$ cat src/hdl/cisig_pkg.sv
// Package of constants for the cpu interrupt signaling block
package cisig_pkg;
  // ---------------------------------------------------------------
  // Sizes
  // ---------------------------------------------------------------
  localparam int NUM_IRQ = 8;
  localparam int ID_W = 3;
  localparam int PRIO_W = 4;
  localparam int ADDR_W = 4;
  localparam int DATA_W = 32;
  // ---------------------------------------------------------------
  // Timing
  // ---------------------------------------------------------------
  localparam int CLK_PERIOD_NS = 25;
  localparam int HPL_MIN_CYC = 1;
  localparam int HPL_MAX_CYC = 10;
  localparam logic [3:0] HPL_RESET = 4'h2;
  // ---------------------------------------------------------------
  // Register offsets
  // ---------------------------------------------------------------
  localparam logic [ADDR_W-1:0] CTRL_OFS = 4'h0;
  localparam logic [ADDR_W-1:0] ACK_OFS = 4'h1;
  localparam logic [ADDR_W-1:0] EOI_OFS = 4'h2;
  localparam logic [ADDR_W-1:0] ACTIVE_OFS = 4'h3;
  localparam logic [ADDR_W-1:0] PEND_OFS = 4'h4;
  localparam logic [ADDR_W-1:0] SECURE_OFS = 4'h5;
  localparam logic [ADDR_W-1:0] IEN_OFS = 4'h6;
  localparam logic [ADDR_W-1:0] PRIO_LO_OFS = 4'h7;
  localparam logic [ADDR_W-1:0] PRIO_HI_OFS = 4'h8;
  localparam logic [ADDR_W-1:0] EVT_STAT_OFS = 4'h9;
  localparam logic [ADDR_W-1:0] EVT_CLR_OFS = 4'hA;
  localparam logic [ADDR_W-1:0] EVT_EN_OFS = 4'hB;
  // ---------------------------------------------------------------
  // Field positions and reset values
  // ---------------------------------------------------------------
  localparam int CTRL_EN_BIT = 0;
  localparam int CTRL_SPLIT_BIT = 1;
  localparam int CTRL_HPL_LSB = 4;
  localparam int ACK_VALID_BIT = 31;
  localparam logic [ID_W-1:0] SPURIOUS_ID = 3'h0;
  localparam logic [DATA_W-1:0] CTRL_RESET = 32'h00000021;
  localparam logic [DATA_W-1:0] PRIO_RESET = 32'h00000000;
  localparam int EVT_ACK_BIT = 0;
  localparam int EVT_EOI_BIT = 1;
  localparam int EVT_PREEMPT_BIT = 2;
  localparam int EVT_W = 3;
endpackage : cisig_pkg

$ cat src/hdl/cisig_latency.sv
// Priority-resolution latency counter for the request lines
`timescale 1ns/1ps
module cisig_latency (
  // Clock and reset
  input wire logic clk_i,
  input wire logic rst_i,
  // Control
  input wire logic restart_i,
  input wire logic [3:0] hpl_i,
  // Status
  output logic done_o
);
  import cisig_pkg::*;

  logic [3:0] cnt_q, cnt_d;
  logic run_q, run_d;

  always_comb begin
    cnt_d = cnt_q;
    run_d = run_q;
    done_o = 1'b0;
    if (restart_i) begin
      cnt_d = 4'h1;
      run_d = 1'b1;
    end else if (run_q) begin
      if (cnt_q >= hpl_i) begin
        done_o = 1'b1;
        run_d = 1'b0;
      end else begin
        cnt_d = cnt_q + 4'h1;
      end
    end
  end

  always_ff @(posedge clk_i) begin
    if (rst_i) begin
      cnt_q <= 4'h0;
      run_q <= 1'b0;
    end else begin
      cnt_q <= cnt_d;
      run_q <= run_d;
    end
  end
endmodule : cisig_latency

$ cat src/hdl/cisig_top.sv
// Interrupt signaling core: pending/active tracking and request lines
// ---------------------------------------------------------------
// Summary of operation
// - Single-security build sends secure interrupts on the normal line.
// - Normal line driven low until acknowledge read or secure pre-emption.
// - Input rise marks the interrupt pending on a following cycle.
// - Line asserts a configured latency (1 to 10 cycles) after pending.
// - New pending interrupt during latency restarts the count.
// - Higher-priority arrival pre-empts lower one next cycle.
// - Pre-emption loads acknowledge identifier with new winner.
// - Acknowledge read deasserts the asserted request line.
// - Acknowledge moves interrupt to active and sets its active bit.
// - End of interrupt returns it inactive, clears active bit.
// - After completion, next pending asserts after the latency.
// - Control bit picks all-normal or split secure-fast routing.
// - Split mode drives the matching line; fast held until acknowledge.
// - Normal line released the cycle after acknowledge, or when a secure pre-emption asserts the fast line.
// ---------------------------------------------------------------
`timescale 1ns/1ps
module cisig_top #(
  parameter bit SECURITY_SUPPORT = 1'b1
) (
  // Clock and reset
  input wire logic clk_i,
  input wire logic rst_i,
  // Peripheral interrupt inputs
  input wire logic [cisig_pkg::NUM_IRQ-1:0] irq_i,
  // Register port
  input wire logic [cisig_pkg::ADDR_W-1:0] addr_i,
  input wire logic [cisig_pkg::DATA_W-1:0] wdata_i,
  input wire logic wr_i,
  input wire logic rd_i,
  output logic [cisig_pkg::DATA_W-1:0] rdata_o,
  // Processor request lines
  output logic irq_n_o,
  output logic fiq_n_o,
  // Event interrupt
  output logic evt_irq_o
);
  import cisig_pkg::*;

  // ---------------------------------------------------------------
  // Helpers
  // ---------------------------------------------------------------
  function automatic logic [ID_W:0] find_best(input logic [NUM_IRQ-1:0] cand,
                                              input logic [2*DATA_W-1:0] prio);
    logic [ID_W:0] best;
    logic [PRIO_W-1:0] bp;
    best = {1'b0, SPURIOUS_ID};
    bp = '1;
    for (int i = 0; i < NUM_IRQ; i++) begin
      if (cand[i] && (!best[ID_W] || prio[i*PRIO_W +: PRIO_W] < bp)) begin
        best = {1'b1, ID_W'(i)};
        bp = prio[i*PRIO_W +: PRIO_W];
      end
    end
    return best;
  endfunction : find_best

  function automatic logic hit(input logic [ADDR_W-1:0] a, input logic [ADDR_W-1:0] o);
    return a == o;
  endfunction : hit

  function automatic logic [PRIO_W-1:0] prio_of(input logic [ID_W-1:0] id,
                                                input logic [2*DATA_W-1:0] prio);
    return prio[id*PRIO_W +: PRIO_W];
  endfunction : prio_of

  // ---------------------------------------------------------------
  // Input synchronisers and edge detect
  // ---------------------------------------------------------------
  logic [NUM_IRQ-1:0] s1_q, s2_q, s3_q;
  always_ff @(posedge clk_i) begin
    if (rst_i) begin
      s1_q <= '0;
      s2_q <= '0;
      s3_q <= '0;
    end else begin
      s1_q <= irq_i;
      s2_q <= s1_q;
      s3_q <= s2_q;
    end
  end
  logic [NUM_IRQ-1:0] rise;
  assign rise = s2_q & ~s3_q;

  // ---------------------------------------------------------------
  // Registers
  // ---------------------------------------------------------------
  logic [DATA_W-1:0] ctrl_q, ctrl_d, prio_lo_q, prio_lo_d, prio_hi_q, prio_hi_d;
  logic [NUM_IRQ-1:0] sec_q, sec_d, ien_q, ien_d;
  logic [NUM_IRQ-1:0] pend_q, pend_d, act_q, act_d;
  logic [ID_W-1:0] ack_id_q, ack_id_d;
  logic ack_vld_q, ack_vld_d;
  logic [ID_W:0] owner_q, owner_d;
  logic irq_n_q, irq_n_d, fiq_n_q, fiq_n_d;
  logic [EVT_W-1:0] evt_q, evt_d, evt_en_q, evt_en_d;
  logic [DATA_W-1:0] rdata_q, rdata_d;

  logic split, enable;
  logic [3:0] hpl;
  assign enable = ctrl_q[CTRL_EN_BIT];
  assign split = SECURITY_SUPPORT && ctrl_q[CTRL_SPLIT_BIT];
  assign hpl = (ctrl_q[CTRL_HPL_LSB +: 4] < 4'(HPL_MIN_CYC)) ? 4'(HPL_MIN_CYC) :
               (ctrl_q[CTRL_HPL_LSB +: 4] > 4'(HPL_MAX_CYC)) ? 4'(HPL_MAX_CYC) :
               ctrl_q[CTRL_HPL_LSB +: 4];

  logic ack_rd, eoi_wr;
  assign ack_rd = rd_i && hit(addr_i, ACK_OFS);
  assign eoi_wr = wr_i && hit(addr_i, EOI_OFS);

  // Winner from next-cycle view; lower priority waits while one is active
  logic [ID_W:0] best, cand_best, run_best;
  logic new_pend, lat_done, restart;
  logic [2*DATA_W-1:0] prio_all;
  logic [NUM_IRQ-1:0] pend_nx, act_nx;
  assign prio_all = {prio_hi_q, prio_lo_q};
  assign pend_nx = pend_q | (rise & ien_q);
  assign act_nx = eoi_wr ? (act_q & ~(NUM_IRQ'(1) << wdata_i[ID_W-1:0])) : act_q;
  assign cand_best = find_best(pend_nx & ~act_nx & ien_q, prio_all);
  assign run_best = find_best(act_nx, prio_all);
  assign best = (run_best[ID_W] && prio_of(cand_best[ID_W-1:0], prio_all) >=
                 prio_of(run_best[ID_W-1:0], prio_all)) ? {1'b0, SPURIOUS_ID} :
                cand_best;
  assign new_pend = |(rise & ien_q & ~pend_q);

  // ---------------------------------------------------------------
  // Next state
  // ---------------------------------------------------------------
  always_comb begin
    ctrl_d = ctrl_q;
    prio_lo_d = prio_lo_q;
    prio_hi_d = prio_hi_q;
    sec_d = sec_q;
    ien_d = ien_q;
    evt_en_d = evt_en_q;
    pend_d = pend_q | (rise & ien_q);
    act_d = act_q;
    ack_id_d = ack_id_q;
    ack_vld_d = ack_vld_q;
    owner_d = owner_q;
    irq_n_d = irq_n_q;
    fiq_n_d = fiq_n_q;
    evt_d = evt_q;
    restart = 1'b0;
    if (wr_i) begin
      case (addr_i)
        CTRL_OFS: ctrl_d = wdata_i;
        SECURE_OFS: sec_d = wdata_i[NUM_IRQ-1:0];
        IEN_OFS: ien_d = wdata_i[NUM_IRQ-1:0];
        PRIO_LO_OFS: prio_lo_d = wdata_i;
        PRIO_HI_OFS: prio_hi_d = wdata_i;
        EVT_CLR_OFS: evt_d = evt_d & ~wdata_i[EVT_W-1:0];
        EVT_EN_OFS: evt_en_d = wdata_i[EVT_W-1:0];
        default: ;
      endcase
    end
    // Pre-emption: new winner updates the identifier next cycle
    if (best[ID_W] && best != owner_q) begin
      owner_d = best;
      ack_id_d = best[ID_W-1:0];
      ack_vld_d = 1'b1;
      restart = 1'b1;
      if (owner_q[ID_W]) begin
        evt_d[EVT_PREEMPT_BIT] = 1'b1;
      end
    end else if (!best[ID_W]) begin
      owner_d = {1'b0, SPURIOUS_ID};
      ack_vld_d = 1'b0;
    end
    if (new_pend && best[ID_W]) begin
      restart = 1'b1;
    end
    // Latency expiry drives the line for the current winner
    if (lat_done && owner_q[ID_W] && enable && !ack_rd) begin
      if (split && sec_q[owner_q[ID_W-1:0]]) begin
        fiq_n_d = 1'b0;
        irq_n_d = 1'b1;
      end else begin
        irq_n_d = 1'b0;
        fiq_n_d = fiq_n_q;
      end
    end
    // Acknowledge read
    if (ack_rd) begin
      irq_n_d = 1'b1;
      fiq_n_d = 1'b1;
      evt_d[EVT_ACK_BIT] = 1'b1;
      if (owner_q[ID_W]) begin
        act_d[owner_q[ID_W-1:0]] = 1'b1;
        pend_d[owner_q[ID_W-1:0]] = 1'b0;
        owner_d = {1'b0, SPURIOUS_ID};
        ack_vld_d = 1'b0;
      end
    end
    // End of interrupt, processor gives the serviced identifier
    if (eoi_wr) begin
      act_d[wdata_i[ID_W-1:0]] = 1'b0;
      evt_d[EVT_EOI_BIT] = 1'b1;
    end
    if (!enable) begin
      irq_n_d = 1'b1;
      fiq_n_d = 1'b1;
    end
  end

  // ---------------------------------------------------------------
  // Latency counter
  // ---------------------------------------------------------------
  cisig_latency u_lat (
    .clk_i(clk_i),
    .rst_i(rst_i),
    .restart_i(restart),
    .hpl_i(hpl),
    .done_o(lat_done)
  );

  // ---------------------------------------------------------------
  // Read data
  // ---------------------------------------------------------------
  always_comb begin
    rdata_d = '0;
    if (rd_i) begin
      case (addr_i)
        CTRL_OFS: rdata_d = ctrl_q;
        ACK_OFS: begin
          rdata_d[ID_W-1:0] = ack_id_q;
          rdata_d[ACK_VALID_BIT] = ack_vld_q;
        end
        ACTIVE_OFS: rdata_d[NUM_IRQ-1:0] = act_q;
        PEND_OFS: rdata_d[NUM_IRQ-1:0] = pend_q;
        SECURE_OFS: rdata_d[NUM_IRQ-1:0] = sec_q;
        IEN_OFS: rdata_d[NUM_IRQ-1:0] = ien_q;
        PRIO_LO_OFS: rdata_d = prio_lo_q;
        PRIO_HI_OFS: rdata_d = prio_hi_q;
        EVT_STAT_OFS: rdata_d[EVT_W-1:0] = evt_q;
        EVT_EN_OFS: rdata_d[EVT_W-1:0] = evt_en_q;
        default: rdata_d = '0;
      endcase
    end
  end

  always_ff @(posedge clk_i) begin
    if (rst_i) begin
      ctrl_q <= CTRL_RESET;
      prio_lo_q <= PRIO_RESET;
      prio_hi_q <= PRIO_RESET;
      sec_q <= '0;
      ien_q <= '1;
      evt_en_q <= '0;
      pend_q <= '0;
      act_q <= '0;
      ack_id_q <= SPURIOUS_ID;
      ack_vld_q <= 1'b0;
      owner_q <= '0;
      irq_n_q <= 1'b1;
      fiq_n_q <= 1'b1;
      evt_q <= '0;
      rdata_q <= '0;
    end else begin
      ctrl_q <= ctrl_d;
      prio_lo_q <= prio_lo_d;
      prio_hi_q <= prio_hi_d;
      sec_q <= sec_d;
      ien_q <= ien_d;
      evt_en_q <= evt_en_d;
      pend_q <= pend_d;
      act_q <= act_d;
      ack_id_q <= ack_id_d;
      ack_vld_q <= ack_vld_d;
      owner_q <= owner_d;
      irq_n_q <= irq_n_d;
      fiq_n_q <= fiq_n_d;
      evt_q <= evt_d;
      rdata_q <= rdata_d;
    end
  end

  assign rdata_o = rdata_q;
  assign irq_n_o = irq_n_q;
  assign fiq_n_o = fiq_n_q;
  assign evt_irq_o = |(evt_q & evt_en_q);

  // ---------------------------------------------------------------
  // Assertions
  // ---------------------------------------------------------------
  a_ack_releases: assert property (@(posedge clk_i) disable iff (rst_i)
    ack_rd |=> irq_n_o && fiq_n_o)
    else $error("request line not released after acknowledge");
  a_ack_activates: assert property (@(posedge clk_i) disable iff (rst_i)
    ack_rd && owner_q[ID_W] |=> act_q[$past(owner_q[ID_W-1:0])])
    else $error("acknowledged interrupt not active");
  a_eoi_clears: assert property (@(posedge clk_i) disable iff (rst_i)
    eoi_wr && !ack_rd |=> !act_q[$past(wdata_i[ID_W-1:0])])
    else $error("active bit not cleared by end of interrupt");
  a_fiq_holds: assert property (@(posedge clk_i) disable iff (rst_i)
    !fiq_n_o && !ack_rd && enable |=> !fiq_n_o)
    else $error("fast line released without acknowledge");
  a_irq_holds: assert property (@(posedge clk_i) disable iff (rst_i)
    !irq_n_o && !ack_rd && enable && !lat_done |=> !irq_n_o)
    else $error("normal line released early");
  a_split_exclusive: assert property (@(posedge clk_i) disable iff (rst_i)
    !fiq_n_o |-> irq_n_o)
    else $error("both lines low in split mode");
  a_single_normal: assert property (@(posedge clk_i) disable iff (rst_i)
    !split && !$past(split) |-> fiq_n_o)
    else $error("fast line used without split mode");
  a_preempt_id: assert property (@(posedge clk_i) disable iff (rst_i)
    best[ID_W] && best != owner_q |=> ack_id_q == $past(best[ID_W-1:0]))
    else $error("identifier not updated on pre-emption");
  a_latency: assert property (@(posedge clk_i) disable iff (rst_i)
    restart |=> ##[0:10] (lat_done || restart))
    else $error("latency exceeded");
  a_pend_mark: assert property (@(posedge clk_i) disable iff (rst_i)
    |(rise & ien_q) |=> |(pend_q & $past(rise & ien_q)))
    else $error("rising input not marked pending");

  c_irq_assert: cover property (@(posedge clk_i) disable iff (rst_i) $fell(irq_n_o));
  c_fiq_assert: cover property (@(posedge clk_i) disable iff (rst_i) $fell(fiq_n_o));
  c_preempt: cover property (@(posedge clk_i) disable iff (rst_i)
    best[ID_W] && owner_q[ID_W] && best != owner_q);
  c_eoi: cover property (@(posedge clk_i) disable iff (rst_i) eoi_wr && |act_q);
endmodule : cisig_top

$ cat config.mk
export PLATFORM = sky130hd
export DESIGN_NAME = cisig_top
export DESIGN_NICKNAME = d
export VERILOG_FILES = /design/src/hdl/cisig_pkg.sv /design/src/hdl/cisig_latency.sv /design/src/hdl/cisig_top.sv
export SDC_FILE = /design/constraint.sdc
export NUM_CORES = 1
export LEC_CHECK = 0
export ABC_AREA = 1
export BUFFER_PORTS_ARGS = -buffer_cell sky130_fd_sc_hd__buf_2
export CORE_ASPECT_RATIO = 1.25
export CORE_MARGIN = 2
export CORE_UTILIZATION = 50
export CTS_CLUSTER_SIZE = 16
export DETAILED_ROUTE_END_ITERATION = 6
export PLACE_DENSITY = 0.68
export SYNTH_ARGS = -nofsm -noshare
export SYNTH_HDL_FRONTEND = slang
export SYNTH_SLANG_ARGS = --single-unit
$ cat constraint.sdc
create_clock -name clk_i -period 13 [get_ports clk_i]
set_clock_uncertainty 0.2 [all_clocks]
set_input_delay 1.3 -clock clk_i [delete_from_list [all_inputs] [get_ports clk_i]]
set_output_delay 1.3 -clock clk_i [all_outputs]
set_load 0.05 [all_outputs]
# After elaboration in Yosys (flattened, before gate mapping)
# Index checks and enable logic that the tools add are counted.
[classes]
muxes = 75
reduce_logical = 76
n_bitwise = 22
eq_ne = 13
order_cmp = 22
n_shift = 3
addsub = 1
[op_table]
columns = ["cell", "count"]
rows = [
  ["$mux W4", 37],
  ["$shiftx A64 B6 Y4", 2],
  ["$pmux W23 S3", 1],
  ["$and A8 B8 Y8", 8],
  ["$lt A4 B4 Y1", 14],
  ["$mux W8", 6],
  ["$not A8 Y8", 6],
  ["$pmux W5 S7", 1],
  ["$pmux W3 S10", 1],
  ["$logic_and A1 B1 Y1", 25],
  ["$mux W1", 23],
  ["$reduce_and A2 Y1", 11],
  ["$eq A4 B3 Y1 const B", 4],
  ["$eq A4 B4 Y1 const B", 4],
  ["$or A8 B8 Y8", 2],
  ["$logic_not A1 Y1", 15],
  ["$logic_or A1 B1 Y1", 14],
  ["$reduce_bool A2 Y1", 5],
  ["$eq A4 B2 Y1 const B", 2],
  ["$ge A4 B4 Y1", 2],
  ["$lt A3 B4 Y1 const B", 2],
  ["$reduce_or A8 Y1", 1],
  ["$shl A1 B3 Y8 const A", 1],
  ["$and A3 B3 Y3", 2],
  ["other kinds (16)", 23],
]
[totals]
out_inout_bits = 35
regBits = 205
inputBits = 48
word_cells = 235

# Depth between registers and ports, before layout
[depth]
depth_word = 49
ltp_mapped = 91
depth_no_buf = 91

# Hierarchy
# From an unflattened synthesis, not the netlist that was laid out.
[unflattened]
cells_unflattened = 1599
hier_area_um2 = 11074.4
[modules_own_cells]
columns = ["mod", "cells_per_inst", "n_inst", "seq_area_each_um2", "area_per_inst_um2"]
rows = [
  ["cisig_top", 1550, 1, 4003.8, 10722.8],
  ["cisig_latency", 49, 1, 100.1, 351.6],
]

# Worst setup path before layout
# Ideal clock, no wire load.
[synth_timing]
path_kind = "input-to-reg"
startpoint = "in wr_i"
endpoint = "reg fiq_n_q (netlist: fiq_n_o)"
t_arrival_ps = 10710
cell_stages = 82
path_slack_ps = 1976
setup_ps = 115
path_buffers = 2
required_time_ps = 12685
path_cell_list = "buf_4 nand3_4 nor2_8 nand2_4 nand2_8 nand2_2 nor2_1 ha_1 a31oi_1 nand2_2 nand2_4 nand2_4 o21ai_0 ha_1 inv_1 o21bai_1 inv_2 nand2_2 (+46 left out) o21ai_0 o22ai_1 ha_1 a21boi_0 o21a_1 o21a_1 o22ai_1 o21ai_0 inv_1 ha_1 inv_1 nand2_1 nor2_1 nand2_2 nand2_2 nand4_1 nand2_1 nand2_1"
[synth_via]
elab_chain_len = 47
[synth_lines]
columns = ["item", "line", "rtl"]
rows = [
  ["start, declared", "cisig_top.sv:31", "input wire logic wr_i,"],
  ["$logic_and A1 B1 Y1 (*)", "cisig_top.sv:110", "assign eoi_wr = wr_i && hit(addr_i, EOI_OFS);"],
  ["$mux W8 (*)", "cisig_top.sv:119", "assign act_nx = eoi_wr ? (act_q & ~(NUM_IRQ'(1) << wdata_i[ID_W-1:0])) : act_q;"],
  ["$not A8 Y8", "cisig_top.sv:120", "assign cand_best = find_best(pend_nx & ~act_nx & ien_q, prio_all);"],
  ["$and A8 B8 Y8 (2 in a row)", "cisig_top.sv:120", ""],
  ["$mux W4", "cisig_top.sv:52", "if (cand[i] && (!best[ID_W] || prio[i*PRIO_W +: PRIO_W] < bp)) begin"],
  ["$lt A4 B4 Y1 / $logic_not A1 Y1 (equally long branches)", "cisig_top.sv:52", ""],
  ["$logic_or A1 B1 Y1", "cisig_top.sv:52", ""],
  ["$logic_and A1 B1 Y1", "cisig_top.sv:52", ""],
  ["(+28 left out)", "--", ""],
  ["$mux W4 (*)", "cisig_top.sv:123", "prio_of(run_best[ID_W-1:0], prio_all)) ? {1'b0, SPURIOUS_ID} :"],
  ["$ne A4 B4 Y1", "cisig_top.sv:159", "if (best[ID_W] && best != owner_q) begin"],
  ["$logic_and A1 B1 Y1", "cisig_top.sv:159", ""],
  ["$mux W1", "cisig_top.sv:159", ""],
  ["$mux W1 (*)", "cisig_top.sv:171", "if (new_pend && best[ID_W]) begin"],
  ["$mux W1 (*)", "cisig_latency.sv:22", "if (restart_i) begin"],
  ["$logic_and A1 B1 Y1 (*) (3 in a row)", "cisig_top.sv:175", "if (lat_done && owner_q[ID_W] && enable && !ack_rd) begin"],
  ["$reduce_and A2 Y1 (no source line) (*)", "--", ""],
  ["end signal, assigned", "cisig_top.sv:273", "fiq_n_q <= fiq_n_d;"],
  ["end, declared", "cisig_top.sv:96", "logic irq_n_q, irq_n_d, fiq_n_q, fiq_n_d;"],
]
# Every way passes the cells marked *; elsewhere a longest branch is shown, timed or not.
# A chain may end at the register's enable or synchronous reset.

# Final worst setup path
[layout_timing]
startpoint = "in addr_i[2] (netlist name)"
endpoint = "reg u_lat.cnt_q[2]"
[layout_via]
elab_chain_len = 44
[layout_lines]
columns = ["item", "line", "rtl"]
rows = [
  ["start, declared", "cisig_top.sv:29", "input wire logic [cisig_pkg::ADDR_W-1:0] addr_i,"],
  ["$eq A4 B2 Y1 (*)", "cisig_top.sv:61", "return a == o;"],
  ["$logic_and A1 B1 Y1 (*)", "cisig_top.sv:110", ""],
  ["$mux W8 (*)", "cisig_top.sv:119", ""],
  ["$not A8 Y8", "cisig_top.sv:120", ""],
  ["$and A8 B8 Y8 (2 in a row)", "cisig_top.sv:120", ""],
  ["$mux W4", "cisig_top.sv:52", ""],
  ["$lt A4 B4 Y1 / $logic_not A1 Y1 (equally long branches)", "cisig_top.sv:52", ""],
  ["$logic_or A1 B1 Y1", "cisig_top.sv:52", ""],
  ["(+27 left out)", "--", ""],
  ["$ge A4 B4 Y1", "cisig_top.sv:122", "assign best = (run_best[ID_W] && prio_of(cand_best[ID_W-1:0], prio_all) >="],
  ["$logic_and A1 B1 Y1", "cisig_top.sv:122", ""],
  ["$mux W4 (*)", "cisig_top.sv:123", ""],
  ["$ne A4 B4 Y1", "cisig_top.sv:159", ""],
  ["$logic_and A1 B1 Y1", "cisig_top.sv:159", ""],
  ["$mux W1", "cisig_top.sv:159", ""],
  ["$mux W1 (*)", "cisig_top.sv:171", ""],
  ["$reduce_or A2 Y1 (no source line) (*)", "--", ""],
  ["end signal, assigned", "cisig_latency.sv:40", "cnt_q <= cnt_d;"],
  ["end, declared", "cisig_latency.sv:15", "logic [3:0] cnt_q, cnt_d;"],
]
# Marks and branches as above.

==> summary.txt <==
Outcome
  • Status: completed

Synthesis
  • Syn Inst Count: 1587
  • Syn. warnings: 0
  • Syn_nets: around 1700
  • Seq cells post-synth: 205
  • Mapped Area: between 10000 and 15000 um2
  • Top_reg_cell synth: dfxtp_1
  • Register area share after synthesis: 0.376
  • Synth Area per Inst: 6.88 um2
  • Post-synth ARST share: 0
  • Synth cell types: 50
  • EDFF count, synth: 0

STA
  • Hold slack: between 0.15 and 0.2 ns
  • Final Hold Viols: 0
  • Relative slew slack: 0.347
  • Final setup fails: 0
  • Final Cycle Share: 0.915
  • Slew of the pin with the lowest slew margin: ~1 ns
  • Fin. max-slew vios: 0
  • Min cycle time layout: 11.90 ns
  • Max Fclk: 0.0841 GHz

Routing
  • Vias: roughly 11000
  • DR top layer: met4
  • Routed Antenna Nets: 0
  • Starting DRT DRC Count: 799
  • Wire length on met3: approximately 2 mm
  • Vias per cell: ~5.6
  • Drt first pass iters: 7
  • M1 WL: around 14 mm
  • Met2 WL: approximately 17 mm
  • Wire per inst: roughly 18 um
  • Residual DRC: 0
  • Final wirelength: ~35 mm

Power
  • Max IR drop VDD: about 100 uV
  • Power Total: around 1.5 mW
  • Lkg Pwr: 5.67 nW
  • Pwr Density: 123 nW/um2

GRT
  • Pin count of the biggest net entering global routing: about 110
  • First-pass GRT wire length: around 54 mm
  • Vias in the first global route: just over 10000
  • Antenna violations before repair: 0
  • GRT Total Usage: 0.301
  • Total grt overflow: 0

Die
  • Die Height: between 150 and 200 um
  • Io pins: between 80 and 90
  • Core area: 21500 um2
  • Die area: 23000 um2
  • Die W: between 100 and 150 um
  • Num rows: 60
  • Initial Utilization: 0.508

Layout
  • Layout cells sized above 1: 0.121
  • Layout Utilization: 0.570
  • Final cell count without fillers: a little under 2000
  • Finished Cell Area: about 12000 um2
  • Antenna diodes: 0
  • Most common cell after layout, fill and taps aside: nand2_1
  • Layout area overhead: 12.0%
  • Layout Nets: 1738
  • Most frequent cells in the layout: nand2_1 (267), inv_1 (240), dfxtp_1 (205)

Placed design
  • DP Wirelength: 25.6 mm
  • IO buf count: a little over 80
  • Area after DPL: about 12000 um2
  • Placed insts: ~1900
  • GP Congestion: 0.995

Worst setup path
  • Maximum fanout along the worst path: 12
  • Top cell by count, worst path: nand2_1
  • Worst r2r src: ien_q[0]$_SDFFE_PP1P_
  • Worst r2r path cells: 81
  • Slowest cell on crit path: ha_1
  • Worst setup EP type: flip-flop
  • Setup crit start kind: input port
  • R2r setup slk: about 1.8 ns
  • Arr. time, crit path: ~12 ns
  • Critical path's largest stage delay: 0.33 ns
  • Worst EP required: about 13 ns
  • Setup CP Type: in -> reg
  • Reg2reg end: u_lat.cnt_q[2]$_SDFFE_PP0P_

Min path
  • WHS Endpoint: s2_q[6]$_SDFF_PP0_
  • Hold Path Origin: s1_q[6]$_SDFF_PP0_
  • Worst min path class: reg -> reg
  • Hold path depth: 2

Clocking
  • CTS Hold Bufs: 0
  • TritonCTS buffer count: 22
  • H-tree depth: 1
  • CTS root buffer: clkbuf_16
  • Latest clock arrival within the worst-skew pair: between 0.5 and 0.6 ns
  • TritonCTS clock tree: yes
  • # clock sinks: 205
  • CTS max path bufs: 3
  • Clock transition at path regs: around 0.070 ns

Flow run
  • Number of max-cap violations: 0
[synthesized netlist by cell type (3+ instances only)]
library cell / count / share of area
nor3_1: 18 / 0.0083
o22ai_1: 28 / 0.016
dfxtp_1: 205 / 0.38
inv_1: 242 / 0.083
nor2_1: 136 / 0.047
nand2_1: 267 / 0.092
nand3_2: 3 / 0.0028
a221oi_1: 9 / 0.0072
a21oi_1: 154 / 0.071
a31oi_1: 8 / 0.0046
o21a_1: 4 / 0.0028
nand3_1: 110 / 0.050
o21bai_1: 4 / 0.0028
ha_1: 42 / 0.048
inv_2: 10 / 0.0034
o31ai_1: 3 / 0.0021
o21ai_0: 187 / 0.086
or2_2: 3 / 0.0017
nand4_1: 6 / 0.0034
o211ai_1: 4 / 0.0028
nand2_2: 30 / 0.017
buf_4: 3 / 0.0021
nand2_4: 13 / 0.013
o221ai_1: 12 / 0.0096
nor4_1: 5 / 0.0029
clkbuf_1: 44 / 0.015
clkinv_1: 4 / 0.0014
buf_6: 3 / 0.0031
[how the worst max path moves through the flow]
stage	start	end	depth (start not counted)
2_1_floorplan	wr_i	fiq_n_o$_SDFFE_PP1P_	82
3_3_place_gp	addr_i[2]	u_lat.cnt_q[1]$_SDFFE_PP0P_	84
3_5_place_dp	addr_i[2]	u_lat.cnt_q[2]$_SDFFE_PP0P_	84
4_1_cts	addr_i[2]	u_lat.cnt_q[2]$_SDFFE_PP0P_	84
5_1_grt	addr_i[2]	u_lat.cnt_q[2]$_SDFFE_PP0P_	87
6_report	addr_i[2]	u_lat.cnt_q[2]$_SDFFE_PP0P_	85
[registers in the layout, indices dropped and copies added (netlist names), 32 cells and up]
signal / flops
prio_hi_q: 32
prio_lo_q: 32
ctrl_q: 32
rdata_o: 32
[power breakdown]
group | internal [mW] | total, mW | switching, mW
clock network | 0.348 | 0.607 | 0.260
registers | 0.647 | 0.663 | 0.0154
logic | 0.0781 | 0.240 | 0.162
[metrics by stage]
step / setup WS [ns] / TNS [ns]
2_1_floorplan: 1.98 / 0
4_1_cts: 0.712 / 0
3_5_place_dp: 0.180 / 0
3_3_place_gp: 0.379 / 0
5_1_grt: -0.00920 / -0.00920
6_report: 1.10 / 0
[area by class of cell]
| class | count | area (um2) |
|---|---|---|
| clock buffer | 31 | 644 |
| clock inverter | 8 | 61.3 |
| fill | 2127 | 9240 |
| inverter | 256 | 966 |
| multi-input combinational | 1069 | 5610 |
| sequential | 205 | 4100 |
| tap | 279 | 349 |
| timing repair buffer | 94 | 500 |
[layer usage]
layer	vias to the layer above	global-route usage
met3	114	0.0343
li1	5347	-
met5	-	0
met2	425	0.532
met1	4904	0.358
met4	0	0.149
[logic make-up (layout without fill, tap and decap cells)]
| kind of cell | after synthesis | after routing | share of synthesized area |
|---|---|---|---|
| xor gates and xnor gates | 3 | 3 | 0.00241 |
| muxes | 1 | 1 | 0.000917 |
| DFF | 205 | 205 | 0.376 |
| and+or+nand+nor | 597 | 597 | 0.247 |
| AOI/OAI and AO/OA | 426 | 426 | 0.214 |
| buffers and inverters | 313 | 389 | 0.112 |
| adders and majority gates | 42 | 42 | 0.0481 |
[worst max-delay path: cells and delay by family]
family | cells | cell delay [ns]
and+or+nand+nor | 40 | 3.69
adders and majority gates | 9 | 2.62
AOI/OAI and AO/OA | 22 | 3.45
buffers and inverters | 14 | 1.09
[what timing repair did]
action                                 CTS  global route
gates resized for setup                  0             8
endpoints found under the hold margin    0             0
buffers inserted                         0             0
setup endpoints to repair                0            13
Power figures use the tool's default switching activity.
